===== src/rtl/pvic_map.svh =====
`ifndef PVIC_MAP_SVH
`define PVIC_MAP_SVH
// ----------------------------------------
// Device register offsets and fields
// ----------------------------------------
`define PVIC_DEV_CTRL 8'h00
`define PVIC_DEV_STAT 8'h04
`define PVIC_DEV_PIX 8'h08
`define PVIC_CTRL_OVR 0
`define PVIC_CTRL_EDGE 1
`define PVIC_CTRL_SWING 2
`define PVIC_CTRL_CFG 3
`define PVIC_DEV_CTRL_RST 5'h00
// ----------------------------------------
// Source register offsets and fields
// ----------------------------------------
`define PVIC_SRC_PIX 8'h00
`define PVIC_SRC_CTL 8'h04
`define PVIC_SRC_CFG 8'h08
`define PVIC_SRC_STAT 8'h0C
`define PVIC_SCFG_EDGE 0
`define PVIC_SCFG_SWING 1
`define PVIC_SCFG_CFG 2
`define PVIC_SCFG_PDN 4
`define PVIC_SRC_CFG_RST 5'h11
// ----------------------------------------
// Timing counts, in pixel clock cycles; PVIC_PIX_HALF in core clock cycles
// ----------------------------------------
`define PVIC_FILT_MIN 3
`define PVIC_TOG_WIN 130
`define PVIC_DEHS_TOG 2
`define PVIC_VS_TOG 1
`define PVIC_PIX_HALF 1
`endif


===== src/rtl/pvic_pkg.sv =====
package pvic_pkg;
  // ----------------------------------------
  // Link configuration codes
  // ----------------------------------------
  typedef enum logic [1:0] {
    PVIC_CFG_FILT_OFF = 2'h0,
    PVIC_CFG_FILT_ON = 2'h1,
    PVIC_CFG_COMPAT_A = 2'h2,
    PVIC_CFG_COMPAT_B = 2'h3
  } pvic_cfg_e;
  // ----------------------------------------
  // Device power state, one-hot
  // ----------------------------------------
  typedef enum logic [1:0] {
    PVIC_PWR_DOWN = 2'b01,
    PVIC_PWR_RUN = 2'b10
  } pvic_pwr_e;
  typedef logic [23:0] pvic_pix_t;
endpackage : pvic_pkg


===== src/rtl/pvic_if.sv =====
`timescale 1ns/100ps
// ----------------------------------------
// Parallel pixel pins between source and device
// ----------------------------------------
interface pvic_if;
  logic [23:0] pixel_data_in; // Blue 23:16, green 15:8, red 7:0
  logic data_enable_in;
  logic hsync_in;
  logic vsync_in;
  logic pixel_clock_in;
  logic capture_edge_select; // 1 rising, 0 falling
  logic power_down_n; // Low powers the device down
  logic swing_select; // 1 large swing
  logic [1:0] link_config;
  modport source (
    output pixel_data_in, data_enable_in, hsync_in, vsync_in, pixel_clock_in,
    output capture_edge_select, power_down_n, swing_select, link_config
  );
  modport device (
    input pixel_data_in, data_enable_in, hsync_in, vsync_in, pixel_clock_in,
    input capture_edge_select, power_down_n, swing_select, link_config
  );
endinterface : pvic_if


===== src/rtl/pvic_ctl_filter.sv =====
`timescale 1ns/100ps
// ----------------------------------------
// Control pulse filter, one lane per control input
// ----------------------------------------
module pvic_ctl_filter #(
  parameter int NUM_CH = 2,
  parameter int MIN_W = 3
) (
  input wire logic core_clk_i,
  input wire logic resetn_i,
  input wire logic strobe_i,
  input wire logic enable_i,
  input wire logic [NUM_CH-1:0] raw_i,
  output logic [NUM_CH-1:0] filt_o
);
  localparam int CW = $clog2(MIN_W + 1);
  localparam logic [CW-1:0] MIN_C = CW'(MIN_W);

  typedef struct packed {
    logic [NUM_CH-1:0] cand; // Level being timed
    logic [NUM_CH-1:0][CW-1:0] cnt; // Samples seen at that level
    logic [NUM_CH-1:0] filt; // Forwarded level
  } pvic_filt_s;

  pvic_filt_s cur_ff;
  pvic_filt_s nxt_cur;

  // ----------------------------------------
  // Next state, per lane
  // ----------------------------------------
  always_comb begin
    logic [CW-1:0] nc;
    nc = '0;
    nxt_cur = cur_ff;
    for (int i = 0; i < NUM_CH; i++) begin
      if (strobe_i) begin
        // A new level restarts the run count
        if (raw_i[i] != cur_ff.cand[i]) begin
          nc = CW'(1);
        end else if (cur_ff.cnt[i] < MIN_C) begin
          nc = cur_ff.cnt[i] + CW'(1);
        end else begin
          nc = cur_ff.cnt[i];
        end
        nxt_cur.cand[i] = raw_i[i];
        nxt_cur.cnt[i] = nc;
        if (!enable_i) begin
          nxt_cur.filt[i] = raw_i[i];
        end else if (nc >= MIN_C) begin
          nxt_cur.filt[i] = raw_i[i];
        end
        // Short runs leave the forwarded level as it was
      end
    end
  end

  // ----------------------------------------
  // State register
  // ----------------------------------------
  always_ff @(posedge core_clk_i) begin
    if (!resetn_i) begin
      cur_ff <= '0;
    end else begin
      cur_ff <= nxt_cur;
    end
  end

  assign filt_o = cur_ff.filt;
endmodule : pvic_ctl_filter


===== src/rtl/pvic_device.sv =====
// Chosen here: the address-and-strobe port and the register addresses.
`timescale 1ns/100ps
`include "pvic_map.svh"

// Behaviour
// - Data bits 7:0 carry red
// - Data bits 15:8 carry green
// - Data bits 23:16 carry blue
// - Controls are enable, hsync, vsync
// - Filter on: enable/hsync pulses under three dropped
// - Filter off: every transition forwarded
// - Enable/hsync toggle twice per 130 cycles
// - Vsync toggles once per 130 cycles
// - Sample all inputs on selected edge
// - Edge select 1 rising, 0 falling
// - Config selects filter or compat modes
// - Power-down high: normal capture
// - Power-down low: stop, lines high, reset
// - Swing select 1 large, 0 small
module pvic_device
  import pvic_pkg::*;
#(
  parameter int FILT_MIN = `PVIC_FILT_MIN
) (
  input wire logic core_clk_i,
  input wire logic resetn_i,
  pvic_if.device link,
  input wire logic [7:0] reg_addr_i,
  input wire logic [31:0] reg_wdata_i,
  input wire logic reg_we_i,
  input wire logic reg_re_i,
  output logic [31:0] reg_rdata_o,
  output logic [23:0] pix_data_o,
  output logic pix_valid_o,
  output logic de_o,
  output logic hs_o,
  output logic vs_o,
  output logic ser_p_o,
  output logic ser_n_o,
  output logic pll_run_o,
  output logic swing_large_o,
  output logic [1:0] link_mode_o
);

  // ----------------------------------------
  // State
  // ----------------------------------------
  typedef struct packed {
    pvic_pwr_e pwr; // Power state
    logic [4:0] ctrl; // Control register
    logic pclk_prev; // Pixel clock one sample ago
    pvic_pix_t pix_cap; // Pixel word at the last capture
    logic vs_cap; // Vsync at the last capture
    logic cap_stb; // A capture happened last cycle
    pvic_pix_t pix; // Output pixel
    logic valid; // Output strobe
    logic de; // Forwarded data enable
    logic hs; // Forwarded hsync
    logic vs; // Forwarded vsync
    logic ser_p; // Serial line, true side
    logic ser_n; // Serial line, inverted side
    logic pll; // Clock multiplier running
    logic swing; // Large swing chosen
    logic [1:0] mode; // Active link mode
    logic [31:0] rdata; // Read data
  } pvic_dev_s;

  pvic_dev_s cur_ff;
  pvic_dev_s nxt_cur;

  // Settings as seen by the logic
  logic eff_edge;
  logic eff_swing;
  logic [1:0] eff_cfg;
  logic run;
  logic cap_now;
  logic filt_en;
  logic filt_rstn;
  logic [1:0] filt_q;

  // ----------------------------------------
  // Setting selection
  // ----------------------------------------
  // The override bit lets software take the edge, swing and config pins' place;
  // the pins steer the block while it is clear, as after reset.
  always_comb begin
    if (cur_ff.ctrl[`PVIC_CTRL_OVR]) begin
      eff_edge = cur_ff.ctrl[`PVIC_CTRL_EDGE];
      eff_swing = cur_ff.ctrl[`PVIC_CTRL_SWING];
      eff_cfg = cur_ff.ctrl[`PVIC_CTRL_CFG +: 2];
    end else begin
      eff_edge = link.capture_edge_select;
      eff_swing = link.swing_select;
      eff_cfg = link.link_config;
    end
  end

  // ----------------------------------------
  // Capture strobe
  // ----------------------------------------
  // The pixel clock is a plain input sampled on the core clock, so the
  // core must run at least twice as fast as the pixel clock.
  always_comb begin
    run = link.power_down_n;
    if (eff_edge) begin
      cap_now = run && link.pixel_clock_in && !cur_ff.pclk_prev;
    end else begin
      cap_now = run && !link.pixel_clock_in && cur_ff.pclk_prev;
    end
    // Only the filter-on code imposes a least pulse width
    filt_en = (eff_cfg == PVIC_CFG_FILT_ON);
    filt_rstn = resetn_i && link.power_down_n;
  end

  // ----------------------------------------
  // Enable and hsync filter
  // ----------------------------------------
  // Vsync bypasses it: its pulses are at least 130 cycles long.
  pvic_ctl_filter #(
    .NUM_CH(2),
    .MIN_W(FILT_MIN)
  ) u_filter (
    .core_clk_i(core_clk_i),
    .resetn_i(filt_rstn),
    .strobe_i(cap_now),
    .enable_i(filt_en),
    .raw_i({link.hsync_in, link.data_enable_in}),
    .filt_o(filt_q)
  );

  // ----------------------------------------
  // Next state
  // ----------------------------------------
  always_comb begin
    nxt_cur = cur_ff;
    nxt_cur.pclk_prev = link.pixel_clock_in;
    nxt_cur.cap_stb = cap_now;

    // Power state follows the power-down input directly
    case (cur_ff.pwr)
      PVIC_PWR_DOWN: begin
        if (link.power_down_n) begin
          nxt_cur.pwr = PVIC_PWR_RUN;
        end
      end
      PVIC_PWR_RUN: begin
        if (!link.power_down_n) begin
          nxt_cur.pwr = PVIC_PWR_DOWN;
        end
      end
      default: begin
        nxt_cur.pwr = PVIC_PWR_DOWN;
      end
    endcase

    // Sample the whole word and vsync together on the chosen edge
    if (cap_now) begin
      nxt_cur.pix_cap = link.pixel_data_in;
      nxt_cur.vs_cap = link.vsync_in;
    end

    // Data and controls leave together, two cycles after capture,
    // which lines the word up with the registered filter output.
    nxt_cur.pix = cur_ff.pix_cap;
    nxt_cur.valid = cur_ff.cap_stb;
    nxt_cur.de = filt_q[0];
    nxt_cur.hs = filt_q[1];
    nxt_cur.vs = cur_ff.vs_cap;
    nxt_cur.swing = eff_swing;
    nxt_cur.mode = eff_cfg;

    // Serial lines: the encoder lives elsewhere; here they only mark
    // capture activity, and both park high while powered down.
    if (!run) begin
      nxt_cur.ser_p = 1'b1;
      nxt_cur.ser_n = 1'b1;
      nxt_cur.pll = 1'b0;
    end else begin
      nxt_cur.pll = 1'b1;
      if (cap_now) begin
        nxt_cur.ser_p = ~cur_ff.ser_p;
        nxt_cur.ser_n = cur_ff.ser_p;
      end else if (cur_ff.ser_p == cur_ff.ser_n) begin
        // Leaving power-down: restore a differential pair
        nxt_cur.ser_n = ~cur_ff.ser_p;
      end
    end

    // Control register write; power-down holds it at reset value
    if (!run) begin
      nxt_cur.ctrl = `PVIC_DEV_CTRL_RST;
    end else if (reg_we_i && reg_addr_i == `PVIC_DEV_CTRL) begin
      nxt_cur.ctrl = reg_wdata_i[4:0];
    end

    // Read data stands for exactly the cycle after the read strobe
    nxt_cur.rdata = 32'h0;
    if (reg_re_i) begin
      case (reg_addr_i)
        `PVIC_DEV_CTRL: begin
          nxt_cur.rdata = {27'h0, cur_ff.ctrl};
        end
        `PVIC_DEV_STAT: begin
          nxt_cur.rdata = {24'h0, cur_ff.pll, eff_cfg, eff_swing, eff_edge,
                           cur_ff.vs, cur_ff.hs, cur_ff.de};
        end
        `PVIC_DEV_PIX: begin
          nxt_cur.rdata = {8'h0, cur_ff.pix};
        end
        default: begin
          nxt_cur.rdata = 32'h0; // Unmapped reads as zero
        end
      endcase
    end
  end

  // ----------------------------------------
  // State register
  // ----------------------------------------
  always_ff @(posedge core_clk_i) begin
    if (!resetn_i) begin
      cur_ff <= '{
        pwr: PVIC_PWR_DOWN,
        ctrl: `PVIC_DEV_CTRL_RST,
        ser_p: 1'b1,
        ser_n: 1'b1,
        default: '0
      };
    end else begin
      cur_ff <= nxt_cur;
    end
  end

  // ----------------------------------------
  // Outputs, all straight from the state register
  // ----------------------------------------
  assign reg_rdata_o = cur_ff.rdata;
  assign pix_data_o = cur_ff.pix;
  assign pix_valid_o = cur_ff.valid;
  assign de_o = cur_ff.de;
  assign hs_o = cur_ff.hs;
  assign vs_o = cur_ff.vs;
  assign ser_p_o = cur_ff.ser_p;
  assign ser_n_o = cur_ff.ser_n;
  assign pll_run_o = cur_ff.pll;
  assign swing_large_o = cur_ff.swing;
  assign link_mode_o = cur_ff.mode;
endmodule : pvic_device


===== src/flat_wrapper.sv =====
// flat-port wrapper written by rule: the top's interface ports become plain ports
module pvic_device_flat import pvic_pkg::*;
#(
  parameter int FILT_MIN = `PVIC_FILT_MIN
)
  (core_clk_i, resetn_i, reg_addr_i, reg_wdata_i, reg_we_i, reg_re_i, reg_rdata_o, pix_data_o, pix_valid_o, de_o, hs_o, vs_o, ser_p_o, ser_n_o, pll_run_o, swing_large_o, link_mode_o, link_pixel_data_in, link_data_enable_in, link_hsync_in, link_vsync_in, link_pixel_clock_in, link_capture_edge_select, link_power_down_n, link_swing_select, link_link_config);
  pvic_if link_i ();
  input wire logic core_clk_i;
  input wire logic resetn_i;
  input wire logic [7:0] reg_addr_i;
  input wire logic [31:0] reg_wdata_i;
  input wire logic reg_we_i;
  input wire logic reg_re_i;
  output logic [31:0] reg_rdata_o;
  output logic [23:0] pix_data_o;
  output logic pix_valid_o;
  output logic de_o;
  output logic hs_o;
  output logic vs_o;
  output logic ser_p_o;
  output logic ser_n_o;
  output logic pll_run_o;
  output logic swing_large_o;
  output logic [1:0] link_mode_o;
  input wire logic [$bits(link_i.pixel_data_in)-1:0] link_pixel_data_in;
  input wire logic [$bits(link_i.data_enable_in)-1:0] link_data_enable_in;
  input wire logic [$bits(link_i.hsync_in)-1:0] link_hsync_in;
  input wire logic [$bits(link_i.vsync_in)-1:0] link_vsync_in;
  input wire logic [$bits(link_i.pixel_clock_in)-1:0] link_pixel_clock_in;
  input wire logic [$bits(link_i.capture_edge_select)-1:0] link_capture_edge_select;
  input wire logic [$bits(link_i.power_down_n)-1:0] link_power_down_n;
  input wire logic [$bits(link_i.swing_select)-1:0] link_swing_select;
  input wire logic [$bits(link_i.link_config)-1:0] link_link_config;
  assign link_i.pixel_data_in = link_pixel_data_in;
  assign link_i.data_enable_in = link_data_enable_in;
  assign link_i.hsync_in = link_hsync_in;
  assign link_i.vsync_in = link_vsync_in;
  assign link_i.pixel_clock_in = link_pixel_clock_in;
  assign link_i.capture_edge_select = link_capture_edge_select;
  assign link_i.power_down_n = link_power_down_n;
  assign link_i.swing_select = link_swing_select;
  assign link_i.link_config = link_link_config;
  pvic_device #(.FILT_MIN(FILT_MIN)) u_core (.core_clk_i(core_clk_i), .resetn_i(resetn_i), .link(link_i), .reg_addr_i(reg_addr_i), .reg_wdata_i(reg_wdata_i), .reg_we_i(reg_we_i), .reg_re_i(reg_re_i), .reg_rdata_o(reg_rdata_o), .pix_data_o(pix_data_o), .pix_valid_o(pix_valid_o), .de_o(de_o), .hs_o(hs_o), .vs_o(vs_o), .ser_p_o(ser_p_o), .ser_n_o(ser_n_o), .pll_run_o(pll_run_o), .swing_large_o(swing_large_o), .link_mode_o(link_mode_o));
endmodule

===== config.mk =====
export PLATFORM = sky130hd
export DESIGN_NAME = pvic_device_flat
export DESIGN_NICKNAME = d
export VERILOG_FILES = /design/src/rtl/pvic_pkg.sv /design/src/rtl/pvic_if.sv /design/src/rtl/pvic_ctl_filter.sv /design/src/rtl/pvic_device.sv /design/src/flat_wrapper.sv
export VERILOG_INCLUDE_DIRS = /design/src /design/src/rtl
export SDC_FILE = /design/constraint.sdc
export NUM_CORES = 1
export LEC_CHECK = 0
export ABC_AREA = 1
export BUFFER_PORTS_ARGS = -buffer_cell sky130_fd_sc_hd__buf_2
export CAP_MARGIN = 20
export CORE_ASPECT_RATIO = 1.4
export CORE_MARGIN = 5
export CORE_UTILIZATION = 50
export DETAILED_ROUTE_END_ITERATION = 8
export HOLD_SLACK_MARGIN = 0.06
export PLACE_DENSITY = 0.76
export SLEW_MARGIN = 5
export SYNTH_ARGS = -nofsm -noshare
export SYNTH_HDL_FRONTEND = slang
export SYNTH_SLANG_ARGS = --single-unit

===== constraint.sdc =====
create_clock -name core_clk_i -period 2.9 [get_ports core_clk_i]
set_input_delay 0.29 -clock core_clk_i [delete_from_list [all_inputs] [get_ports core_clk_i]]
set_output_delay 0.29 -clock core_clk_i [all_outputs]
set_load 0.1 [all_outputs]

==> results of run 1 <==
## cells by family after synthesis
logic type / Yosys count
DFF: 98
AOI/OAI and AO/OA: 43
and+or+nand+nor: 211
other: 1
buffers and inverters: 133
## per-layer routing
| layer | GRT usage [%] | vias up |
|---|---|---|
| li1 | - | 1518 |
| met1 | 19.37 | 1329 |
| met2 | 27.96 | 104 |
| met3 | 5.233 | 20 |
| met4 | 7.920 | 0 |
| met5 | 0 | - |
## cell type report
class | count | area (µm²)
clock buffers | 9 | 123.9
fillers | 761 | 3436
repair buffers | 108 | 543.0
clock inverters | 7 | 101.3
flip-flops and latches | 98 | 1962
inverters | 59 | 226.5
well taps | 100 | 125.1
multi-input cells | 262 | 1232
## flip-flops by register name (all words and copies together) (netlist names), 2 cells and up
name,flops
u_core.reg_rdata_o,24
u_core.u_filter.filt_o,2
u_core.link_mode_o,2
u_core.u_filter.cur_ff,6
u_core.pix_data_o,24
u_core.cur_ff,32
## synthesized netlist by cell type
cell type  number
nand2_1       100
a21oi_1        24
nor2_1         64
nand4_2         1
clkinv_1        2
dfxtp_1        98
buf_2           2
nor2_2          3
nand4_1         2
nand2_8         2
conb_1          1
a22oi_2         1
clkbuf_1        4
inv_4           2
nand2_4         4
a21oi_2        12
inv_1          54
buf_6           7
nand3b_1        2
nand3_1        28
buf_4          61
inv_2           1
and2_1          2
nand2_2         3
o21ai_0         5
o2111ai_1       1
## how the worst min path moves through the flow
stage | end | start | cells past startpoint | slack [ps]
CTS | u_core.cur_ff[86]$_SDFFE_PN0P_ | link_pixel_data_in[18] | 3 | 140
floorplan | u_core.cur_ff[92]$_SDFF_PN0_ | link_pixel_clock_in | 2 | 380
detailed placement | u_core.hs_o$_SDFF_PN0_ | u_core.u_filter.filt_o[1]$_SDFFE_PN0P_ | 2 | 410
finish | u_core.cur_ff[88]$_SDFFE_PN0P_ | link_pixel_data_in[20] | 3 | 160
global placement | u_core.pix_valid_o$_SDFF_PN0_ | u_core.cur_ff[66]$_SDFF_PN0_ | 2 | 400
global route | u_core.cur_ff[88]$_SDFFE_PN0P_ | link_pixel_data_in[20] | 3 | 140
## metrics by stage
| step | utilization [%] | instances |
|---|---|---|
| 2_1_floorplan | - | 493 |
| 3_3_place_gp | 52.76 | 627 |
| 3_5_place_dp | 52.76 | 627 |
| 4_1_cts | 55.67 | 643 |
| 5_1_grt | 55.67 | 643 |
| 6_report | 55.67 | 643 |
## power by group through the flow
stage	clock, mW	combinational [mW]	sequential (mW)
after floorplan	0	0.284	1.46
after global placement	0	0.345	1.44
after detailed placement	0	0.351	1.44
after CTS	0.992	0.351	1.41
after global routing	1.06	0.371	1.41
final	0.971	0.349	1.41
## worst max-delay path: cells and delay by family, from the launching register on
kind          cells  cell delay (ps)
buf+inv           2              360
simple gates      7              540
flops             1              550
==> reports/metrics.sh, run 1 <==
FP.DIEAREA_UM2=9817
WORST-R2R-CELL-COUNT=9
TOTALWIRELENGTH_UM=7986
SYN_AREA_PER_CELL_UM2=8.141
DR.MAX_LAYER_USED='met4'
SW_FRAC_OF_TOTAL_PCT=28.39
FIN_TOTAL_PWR_mW=2.729
VIAS_PER_CELL=4.621
CTS.REPAIR.RESIZED=0
CRITICAL_PATH.CELL_CHAIN='inv_4 > nand2_2 > nand2_2 > nand2_4 > nand2_8 > inv_4 > nand2_1 > nand2_1 > nand2_1'
MIN_PERIOD_OVER_PERIOD_PCT=54.31
ENDPOINT_KIND='flip-flop'
SYNTH-ADDER-AREA-SHARE_PCT=0
POST-SYNTH-TOP-AREA-FRACTION_PCT=49.59
CRIT_TOP_CELL='nand2_1'
HOLDBUFCOUNTCTS=0
POST_CTS.REPAIR.SETUP_BUFFERS=0
WORST_R2R_STARTPOINT='u_core.cur_ff[93]$_SDFFE_PN0P_'
SETUP_WS_PS=1325
CTSLONGESTPATHBUFFERS=2
CLK_PIN_SLEW_PS=100
NETSWITCHINGPOWER_uW=774.6
PLACE_WS_PS=1092
TIMING.MAX_SLEW.REL_SLACK_PCT=52.16
ANTENNA_FOUND_INITIAL=0
CLKSINKCOUNT=98
R2R-END='u_core.ser_p_o$_SDFFE_PN1P_'
YS_FF_LATCH=98
CRITPATHKIND='flip-flop to flip-flop'
INSERTION_DELAY_PS=360
LAYOUT_COMMON_CELLS='107 x buf_2, 100 x nand2_1, 98 x dfxtp_1'
FINAL_CRITICAL_DELAY_INCLUDING_SETUP_AND_EXTERNAL_DELAYS_PS=1575
DRC=0
SYNTH_AREA_LEADERS='dfxtp_1 50%, buf_4 12%, nand2_1 9.5%'
CP_LAUNCH_POINT='u_core.cur_ff[93]$_SDFFE_PN0P_'
HALF_PERIMETER_WIRE_LENGTH_OF_THE_DETAILED_PLACEMENT_RESULT_UM=5891
RUN_STATUS='finished clean'
MAIN_COMBINATIONAL_CELL_FAMILY_BY_AREA_AFTER_SYNTHESIS='simple AND/OR/NAND/NOR gates'
SYNTHESIS.YOSYS.WARNINGS=0
X_DIMENSION_OF_THE_DIE_UM=85.18
SYNTH_SEQUENTIAL_AREA_RATIO_PCT=49.59
WIRE_LENGTH_OF_THE_FIRST_GLOBAL_ROUTING_PASS_UM=12900
FIRST_DRT_ITERATION_DRCS=152
BOUNDARYPINS=143
HOLD_SLACK_PS=160.9
TOTALNEGATIVESETUPSLACK_PS=0
DRT-MET1-WL_UM=3216
WORSTMARGINPINSLEW_PS=715.0
IR_DROP_V=0.0004902
ACHIEVABLE-FREQUENCY_MHz=634.9
YOSYSTOPAREACELL='dfxtp_1'
P_INT_mW=1.954
SYNTH_SIMPLE_GATE_AREA_SHARE_PCT=23.53
FINAL_DESIGN_AREA_NO_FILL_UM2=4314
CORE_REGION_AREA_UM2=7750
POST_DP_CELL_AREA_UM2=4089
AREAGROWTHSYNTHTOFINISH_PCT=9.045
CTS_ROOT_BUFFER='clkbuf_8'
CTS-BUFFERS-INSERTED=9
LAYOUT.NETS=615
MAPPEDNETLISTAREA_UM2=3956
FINAL-SETUP-VIOL-COUNT=0
PLACE.PORT_BUFFERS=107
GP_CONGESTION=0.8132
SYNTH.MUX.AREA_FRACTION_PCT=0
NUM_ANTENNA_CELLS=0
FINAL_COMMON_CELL='buf_2'
COMBPWRFRAC_PCT=12.8
TIMING.CRITICAL_PATH.FROM_TYPE='flip-flop'
RSZ0062_AT_GRT='false'
WORSTPATHREQUIRED_PS=3150
GRT_START_MAX_NET_PINS=32
TOTAL_ROUTING_RESOURCE_UTILIZATION_AFTER_GLOBAL_ROUTING_PCT=16.71
POWER_DENSITY_nW_PER_UM2=632.5
DRT_PASS1_ITERATIONS=4
MAXCAPVIOLATIONS=0
CRIT_PATH_TOP_DELAY_CELL='dfxtp_1'
DRV_SLEW=0
CRITICAL_PATH_ARRIVAL_PS=1820
FINAL_HOLD_VIOL_COUNT=0
POST_SYNTH_XOR_AREA_FRACTION_PCT=0
CRITPATHMAXFANOUT=30
VIA_COUNT=2971
SHARE_OF_LAYOUT_CELLS_ABOVE_DRIVE_STRENGTH_1_PCT=28.18
WORSTHOLDPATHTYPE='input pin to flip-flop'
INITIAL_UTILIZATION_PCT=51.05
MET2_WIRELENGTH_UM=3962
ROUTEDWLPERCELL_UM=12.42
NUMBER_OF_GLOBAL_ROUTE_VIAS_BEFORE_REPAIR=2874
PART_OF_THE_POWER_IN_REGISTERS_PCT=51.6
WL_MET3_UM=613
CRIT_PATH_MAX_INCR_DELAY_PS=550
SYNTH-COMPOUND-AREA-SHARE_PCT=6.863
CRITPATHCAPTURE='u_core.ser_p_o$_SDFFE_PN1P_'
CORE.ROWCOUNT=38
STATIC-LEAKAGE-POWER_nW=2.263
TRITONCTS='yes'
SYNTH_CELL_TYPE_COUNT=26
ANT_NETS=0
WORST_CLOCK_SKEW_PS=11.53
DIE_H_UM=115.3
POSTSYNTHCELLCOUNT=486
SETUP_SLACK_OF_THE_MOST_CRITICAL_REG_TO_REG_PATH_PS=1330
CLOCK_POWER_SHARE_PCT=35.6
H-TREE-DEPTH=3
GLOBAL_ROUTE.OVERFLOW_TOTAL=0
(Power assumes the default switching activity.)
==> inputs of run 2 (changes only) <==
- CORE_UTILIZATION: 50 -> 44
- PLACE_DENSITY: 0.76 -> 0.71
- clock period: 2.9 -> 1.35 ns (I/O delays scaled with it)
==> run 2 against run 1 <==
Compared with the run above:
- clock skew is 6.9 ps lower
- combinational power is 140% higher
- global-route usage is 0.90 points lower
- cell count is 6.4% higher
- flip-flop and latch count stayed put
- die area is 12% higher
- clock power grew to 2.6 times the previous value
- via count is 4.0% higher
- final area is 11% higher
- core utilization is 1.9 points lower
- sequential share of layout area is 4.5 points lower
- first-iteration DRC count is 27% lower
- critical endpoint is now pll_run_o
- largest cell class unchanged
==> reports/metrics.sh, run 2 (synthesized netlist as in run 1, its figures left out) <==
CORE.ROWCOUNT=41
TIMING.CRITICAL_PATH.FROM_TYPE='flip-flop'
MIN_DELAY_PATH_DEPTH=3
STATIC-LEAKAGE-POWER_nW=2.478
FINAL-SETUP-VIOL-COUNT=0
FP.DIEAREA_UM2=11010
FINAL_COMMON_CELL='buf_2'
ROUTEDWLPERCELL_UM=12.64
DRV_SLEW=0
WIRE_LENGTH_OF_THE_FIRST_GLOBAL_ROUTING_PASS_UM=14060
LARGEST_REGISTER_FFS=32
VIAS_PER_CELL=4.518
CRIT_PATH_TOP_DELAY_CELL='buf_2'
IR_DROP_V=0.0007349
WORST_R2R_STARTPOINT='u_core.cur_ff[92]$_SDFF_PN0_'
CTS-BUFFERS-INSERTED=9
CRITICAL_PATH_BUFFER_AND_INVERTER_COUNT=1
AREA.SEQUENTIAL_UM2=1968
R2R-END='u_core.cur_ff[71]$_SDFFE_PN0P_'
DRT_PASS1_ITERATIONS=4
FINAL_CRITICAL_DELAY_INCLUDING_SETUP_AND_EXTERNAL_DELAYS_PS=1277
H-TREE-DEPTH=3
ACHIEVABLE-FREQUENCY_MHz=783.1
POWER_DENSITY_nW_PER_UM2=1338
DIE_H_UM=122.2
MIN_PERIOD_OVER_PERIOD_PCT=94.59
AREAGROWTHSYNTHTOFINISH_PCT=21.28
CTSLONGESTPATHBUFFERS=2
NUM_ANTENNA_CELLS=0
RSZ0062_AT_GRT='false'
WORST_CLOCK_SKEW_PS=4.651
X_DIMENSION_OF_THE_DIE_UM=90.14
FILLER_CELL_COUNT=858
BOUNDARYPINS=143
FIRST_DRT_ITERATION_DRCS=111
ANTENNA_FOUND_INITIAL=0
SHARE_OF_LAYOUT_CELLS_ABOVE_DRIVE_STRENGTH_1_PCT=28.77
CTS_ROOT_BUFFER='clkbuf_16'
MULTIINPUTGATEAREA_UM2=1237
INITIAL_UTILIZATION_PCT=44.32
CRITICAL-PATH-TOP-DELAY-FAMILY='buffers and inverters'
CRITPATHKIND='flip-flop to primary output'
CLK_PIN_SLEW_PS=60
LAYOUT.NETS=650
CRITICAL_PATH.CELL_CHAIN='buf_2'
ENDPOINT_KIND='primary output'
SETUP_WS_PS=73.02
MAXCAPVIOLATIONS=0
RUN_STATUS='finished clean'
DRC=0
GRT_START_MAX_NET_PINS=31
CRITPATHMAXFANOUT=2
INSTANCES_NO_FILL=684
CLKSINKCOUNT=98
VIA_COUNT=3090
CORE_REGION_AREA_UM2=8926
TIMING.MAX_SLEW.REL_SLACK_PCT=66.08
TOTALWIRELENGTH_UM=8643
INSERTION_DELAY_PS=330
GLOBAL_ROUTE.OVERFLOW_TOTAL=0
WORST-R2R-CELL-COUNT=8
GP_CONGESTION=0.8175
HOLD_SLACK_PS=72.55
PLACE.PORT_BUFFERS=107
HOLD_PATH.STARTPOINT='reg_wdata_i[0]'
TOTAL_ROUTING_RESOURCE_UTILIZATION_AFTER_GLOBAL_ROUTING_PCT=15.81
MAX_FLOP_REGISTER='u_core.cur_ff'
SETUP_SLACK_OF_THE_MOST_CRITICAL_REG_TO_REG_PATH_PS=110
CRIT_PATH_MAX_INCR_DELAY_PS=440
LAYOUT_COMMON_CELLS='105 x buf_2, 100 x nand2_1, 95 x dfxtp_1'
TRITONCTS='yes'
ANT_NETS=0
TOTALNEGATIVESETUPSLACK_PS=0
POST_CTS.REPAIR.SETUP_BUFFERS=0
WORSTHOLDPATHTYPE='input pin to flip-flop'
NUMBER_OF_GLOBAL_ROUTE_VIAS_BEFORE_REPAIR=3008
WORSTPATHREQUIRED_PS=1220
PLACE_WS_PS=29.76
CRITICAL_PATH_ARRIVAL_PS=1140
FINAL_HOLD_VIOL_COUNT=0
HOLD_END='u_core.cur_ff[93]$_SDFFE_PN0P_'
WORSTMARGINPINSLEW_PS=512.4
INST_COUNT_DP=643
HALF_PERIMETER_WIRE_LENGTH_OF_THE_DETAILED_PLACEMENT_RESULT_UM=6347
[run 2: final cells by class]
type                    count  area share [%]
clock buffers              11           5.267
inverters                  59           4.772
repair buffers            143           19.30
multi-input cells         262           25.79
clock inverters             4           1.069
flip-flops and latches     98           41.02
well taps                 107           2.790
[run 2: metrics by stage]
| stage | power (mW) | cell area, µm² | util, % |
|---|---|---|---|
| after floorplan | 3.752 | 3983 | - |
| after global placement | 3.864 | 4215 | 47.22 |
| after detailed placement | 3.879 | 4215 | 47.22 |
| after CTS | 6.486 | 4780 | 53.55 |
| after global routing | 6.675 | 4798 | 53.76 |
| final | 6.422 | 4798 | 53.76 |
[run 2: repair_timing]
action                                  4_1_cts  5_1_grt
hold buffers                                 26        0
gates resized for setup                       0        9
endpoints found under the setup margin        0       33
endpoints found under the hold margin        26        0
[run 2: how the worst max path moves through the flow]
stage	startpoint	endpoint	slack (ps)	cells after the start
6_report	u_core.pll_run_o$_SDFF_PN0_	pll_run_o	70	1
5_1_grt	u_core.cur_ff[94]$_SDFFE_PN0P_	u_core.cur_ff[82]$_SDFFE_PN0P_	10	9
4_1_cts	u_core.cur_ff[93]$_SDFFE_PN0P_	u_core.cur_ff[82]$_SDFFE_PN0P_	10	9
3_5_place_dp	u_core.cur_ff[93]$_SDFFE_PN0P_	u_core.cur_ff[82]$_SDFFE_PN0P_	30	9
3_3_place_gp	u_core.cur_ff[93]$_SDFFE_PN0P_	u_core.u_filter.filt_o[1]$_SDFFE_PN0P_	70	7
2_1_floorplan	u_core.ser_p_o$_SDFFE_PN1P_	u_core.ser_p_o$_SDFFE_PN1P_	6	3
[run 2: power by group]
| part | internal, mW | switching, mW | total, mW |
|---|---|---|---|
| sequential | 2.99 | 0.0390 | 3.03 |
| combinational | 0.228 | 0.617 | 0.845 |
| clock | 1.53 | 1.02 | 2.55 |
| total | 4.74 | 1.68 | 6.42 |
[run 2: layer usage]
metal  routed length [µm]  share of wire, %  track usage (%)
met3                  541               6.3            4.694
met4                  178               2.1            6.890
met5                    0                 0                0
met1                 3457                40            18.18
met2                 4465                52            27.20
==> inputs of run 3 (changes only) <==
- CORE_UTILIZATION: 44 -> 45
- PLACE_DENSITY: 0.71 -> 0.72
- REMOVE_ABC_BUFFERS: not set -> 1
- SYNTH_HIERARCHICAL: not set -> 1
==> run 3 against run 2 <==
Compared with the run above:
- cell count rose by 2.2%
- sequential share of layout area decreased by 1.9 points
- final area rose by 4.6%
- largest cell class unchanged
==> reports/metrics.sh, run 3 <==
GRT_START_MAX_NET_PINS=27
SYNTH-ADDER-AREA-SHARE_PCT=0
GLOBAL_ROUTE.OVERFLOW_TOTAL=0
HOLD_END='u_core/cur_ff[95]$_SDFFE_PN0P_'
SYNTH_SIMPLE_GATE_AREA_SHARE_PCT=22.63
ENDPOINT_KIND='primary output'
R2R-END='u_core/u_filter/cur_ff[3]$_SDFFE_PN0P_'
FIN_TOTAL_PWR_mW=7.197
CRITICAL_PATH.CELL_CHAIN='buf_2'
WORSTMARGINPINSLEW_PS=599.7
POWER_DENSITY_nW_PER_UM2=1434
ANTENNA_FOUND_INITIAL=0
ACHIEVABLE-FREQUENCY_MHz=776.7
FINAL_CRITICAL_DELAY_INCLUDING_SETUP_AND_EXTERNAL_DELAYS_PS=1287
HOLD_PATH.STARTPOINT='reg_we_i'
CTS_ROOT_BUFFER='clkbuf_16'
MAIN_COMBINATIONAL_CELL_FAMILY_BY_AREA_AFTER_SYNTHESIS='simple AND/OR/NAND/NOR gates'
SYNTH_CELL_TYPE_COUNT=28
POST_SYNTH_XOR_AREA_FRACTION_PCT=0
CRITPATHMAXFANOUT=2
POST_DP_CELL_AREA_UM2=4299
TOTAL_ROUTING_RESOURCE_UTILIZATION_AFTER_GLOBAL_ROUTING_PCT=17.28
TOTALWIRELENGTH_UM=8996
SYNTH_AREA_LEADERS='dfxtp_1 49%, buf_4 12%, nand2_1 8.5%'
CRITICAL_PATH_ARRIVAL_PS=1150
CLK_PIN_SLEW_PS=60
BOUNDARYPINS=143
STATIC-LEAKAGE-POWER_nW=2.541
FINAL_DESIGN_AREA_NO_FILL_UM2=5020
FINAL_HOLD_VIOL_COUNT=0
MIN_DELAY_PATH_DEPTH=3
FIRST_DRT_ITERATION_DRCS=92
SYN_AREA_PER_CELL_UM2=8.247
POSTSYNTHCELLCOUNT=482
WORSTHOLDPATHTYPE='input pin to flip-flop'
FINAL_COMMON_CELL='buf_2'
CRITPATHKIND='flip-flop to primary output'
DRC=0
SETUP_WS_PS=62.50
DRT_PASS1_ITERATIONS=5
CTSLONGESTPATHBUFFERS=2
DRV_SLEW=0
FINAL-SETUP-VIOL-COUNT=0
AREAGROWTHSYNTHTOFINISH_PCT=26.28
CRITICAL-PATH-TOP-DELAY-FAMILY='buffers and inverters'
WORST-R2R-CELL-COUNT=11
MAX_FLOP_REGISTER='u_core/cur_ff'
INSERTION_DELAY_PS=340
FILLER_CELL_COUNT=757
CLKSINKCOUNT=98
MAXCAPVIOLATIONS=0
MAPPEDNETLISTAREA_UM2=3975
H-TREE-DEPTH=3
CORE_REGION_AREA_UM2=8608
TRITONCTS='yes'
PLACE.PORT_BUFFERS=107
CRIT_PATH_MAX_INCR_DELAY_PS=440
X_DIMENSION_OF_THE_DIE_UM=89.44
INST_COUNT_DP=650
TIMING.CRITICAL_PATH.FROM_TYPE='flip-flop'
SYNTHESIS.YOSYS.WARNINGS=6
TIMING.MAX_SLEW.REL_SLACK_PCT=59.98
MAIN_FLOP_TYPE_AFTER_SYNTHESIS='dfxtp_1'
NUMBER_OF_GLOBAL_ROUTE_VIAS_BEFORE_REPAIR=3234
YOSYSTOPAREACELL='dfxtp_1'
POST_CTS.REPAIR.SETUP_BUFFERS=0
RUN_STATUS='finished clean'
CORE.ROWCOUNT=40
IR_DROP_V=0.0009282
LAYOUT_COMMON_CELLS='107 x buf_2, 97 x dfxtp_1, 87 x nand2_1'
YS_FF_LATCH=98
SYNTH_SEQUENTIAL_AREA_RATIO_PCT=49.35
SYNTH-EDFF-COUNT=0
WORST_CLOCK_SKEW_PS=4.478
SYNTH.MUX.AREA_FRACTION_PCT=0
SYNTH-COMPOUND-AREA-SHARE_PCT=7.838
INSTANCES_NO_FILL=699
CRITICAL_PATH_BUFFER_AND_INVERTER_COUNT=1
WORST_R2R_STARTPOINT='u_core/cur_ff[93]$_SDFFE_PN0P_'
ANT_NETS=0
FP.DIEAREA_UM2=10840
VIAS_PER_CELL=4.522
PLACE_WS_PS=-50.03
ASYNC_FLOP_SHARE_PCT=0
POST-SYNTH-TOP-AREA-FRACTION_PCT=49.35
LARGEST_REGISTER_FFS=32
VIA_COUNT=3161
CTS-BUFFERS-INSERTED=9
INITIAL_UTILIZATION_PCT=46.18
GP_CONGESTION=0.8230
FINAL_UTIL_PCT=58.31
SETUP_SLACK_OF_THE_MOST_CRITICAL_REG_TO_REG_PATH_PS=80
HALF_PERIMETER_WIRE_LENGTH_OF_THE_DETAILED_PLACEMENT_RESULT_UM=6375
WORSTPATHREQUIRED_PS=1220
ROUTEDWLPERCELL_UM=12.87
MIN_PERIOD_OVER_PERIOD_PCT=95.37
LAYOUT.NETS=665
SHARE_OF_LAYOUT_CELLS_ABOVE_DRIVE_STRENGTH_1_PCT=35.58
CRIT_PATH_TOP_DELAY_CELL='buf_2'
WIRE_LENGTH_OF_THE_FIRST_GLOBAL_ROUTING_PASS_UM=14260
YOSYSMOSTFREQUENTCELL='dfxtp_1'
CP_LAUNCH_POINT='u_core/de_o$_SDFF_PN0_'
NETLIST_TOP_CELLS_COUNT='98 x dfxtp_1, 90 x nand2_1, 61 x buf_4, 59 x inv_1, 52 x nor2_1'
DIE_H_UM=121.2
-- run 3: report_power, final --
group	internal, mW	switching (mW)	total [mW]
Clock	1.92	1.08	3.01
Sequential	3.03	0.0519	3.08
Combinational	0.297	0.813	1.11
-- run 3: cells by family (layout without fill, tap and decap cells) --
logic type | Yosys count | after routing
simple gates | 200 | 200
buf+inv | 137 | 241
flops | 98 | 98
compound gates | 46 | 46
other cells | 1 | 9
-- run 3: repair_timing --
action                     4_1_cts  5_1_grt
pin swaps                        1        1
gates resized for setup          2       12
hold endpoints to repair        32        0
setup endpoints to repair        6        5
hold buffers                    32        0
-- run 3: worst max-delay path by stage --
stage	endpoint	slack [ps]	cells after the start
2_1_floorplan	u_core/u_filter/filt_o[0]$_SDFFE_PN0P_	-250	11
3_3_place_gp	u_core/u_filter/cur_ff[5]$_SDFFE_PN0P_	20	11
3_5_place_dp	u_core/u_filter/cur_ff[3]$_SDFFE_PN0P_	-50	11
4_1_cts	u_core/u_filter/filt_o[1]$_SDFFE_PN0P_	9	8
5_1_grt	u_core/u_filter/cur_ff[6]$_SDFFE_PN0P_	-20	9
6_report	de_o	60	1
-- run 3: cell type report --
class                      count  area, µm²  area share [%]
clock inverter                 5      107.6           2.144
multi-input combinational    254       1275           25.40
tap                          105      131.4           2.617
timing repair buffer         160       1039           20.69
inverter                      65      249.0           4.960
clock buffer                  11      252.7           5.035
antenna                        1      2.502         0.04985
sequential                    98       1963           39.11
-- run 3: routing by layer --
layer  vias up  track usage (%)  share of wire, %
li1       1615                -                 -
met1      1418            17.49                37
met2       101            30.58                53
met3        27            4.008               6.3
met4         0            11.17               4.2
met5         -                0                 0
-- run 3: worst min-delay path, cell delays in order --
cell     delay, ps
buf_2          130
nand3_1         80
a21oi_1         60
-- run 3: through the flow --
step	setup TNS (ps)	hold slack, ps
2_1_floorplan	-1888	228.5
3_3_place_gp	0	347.7
3_5_place_dp	-221.6	348.7
4_1_cts	0	89.75
5_1_grt	-23.80	113.3
6_report	0	110.8
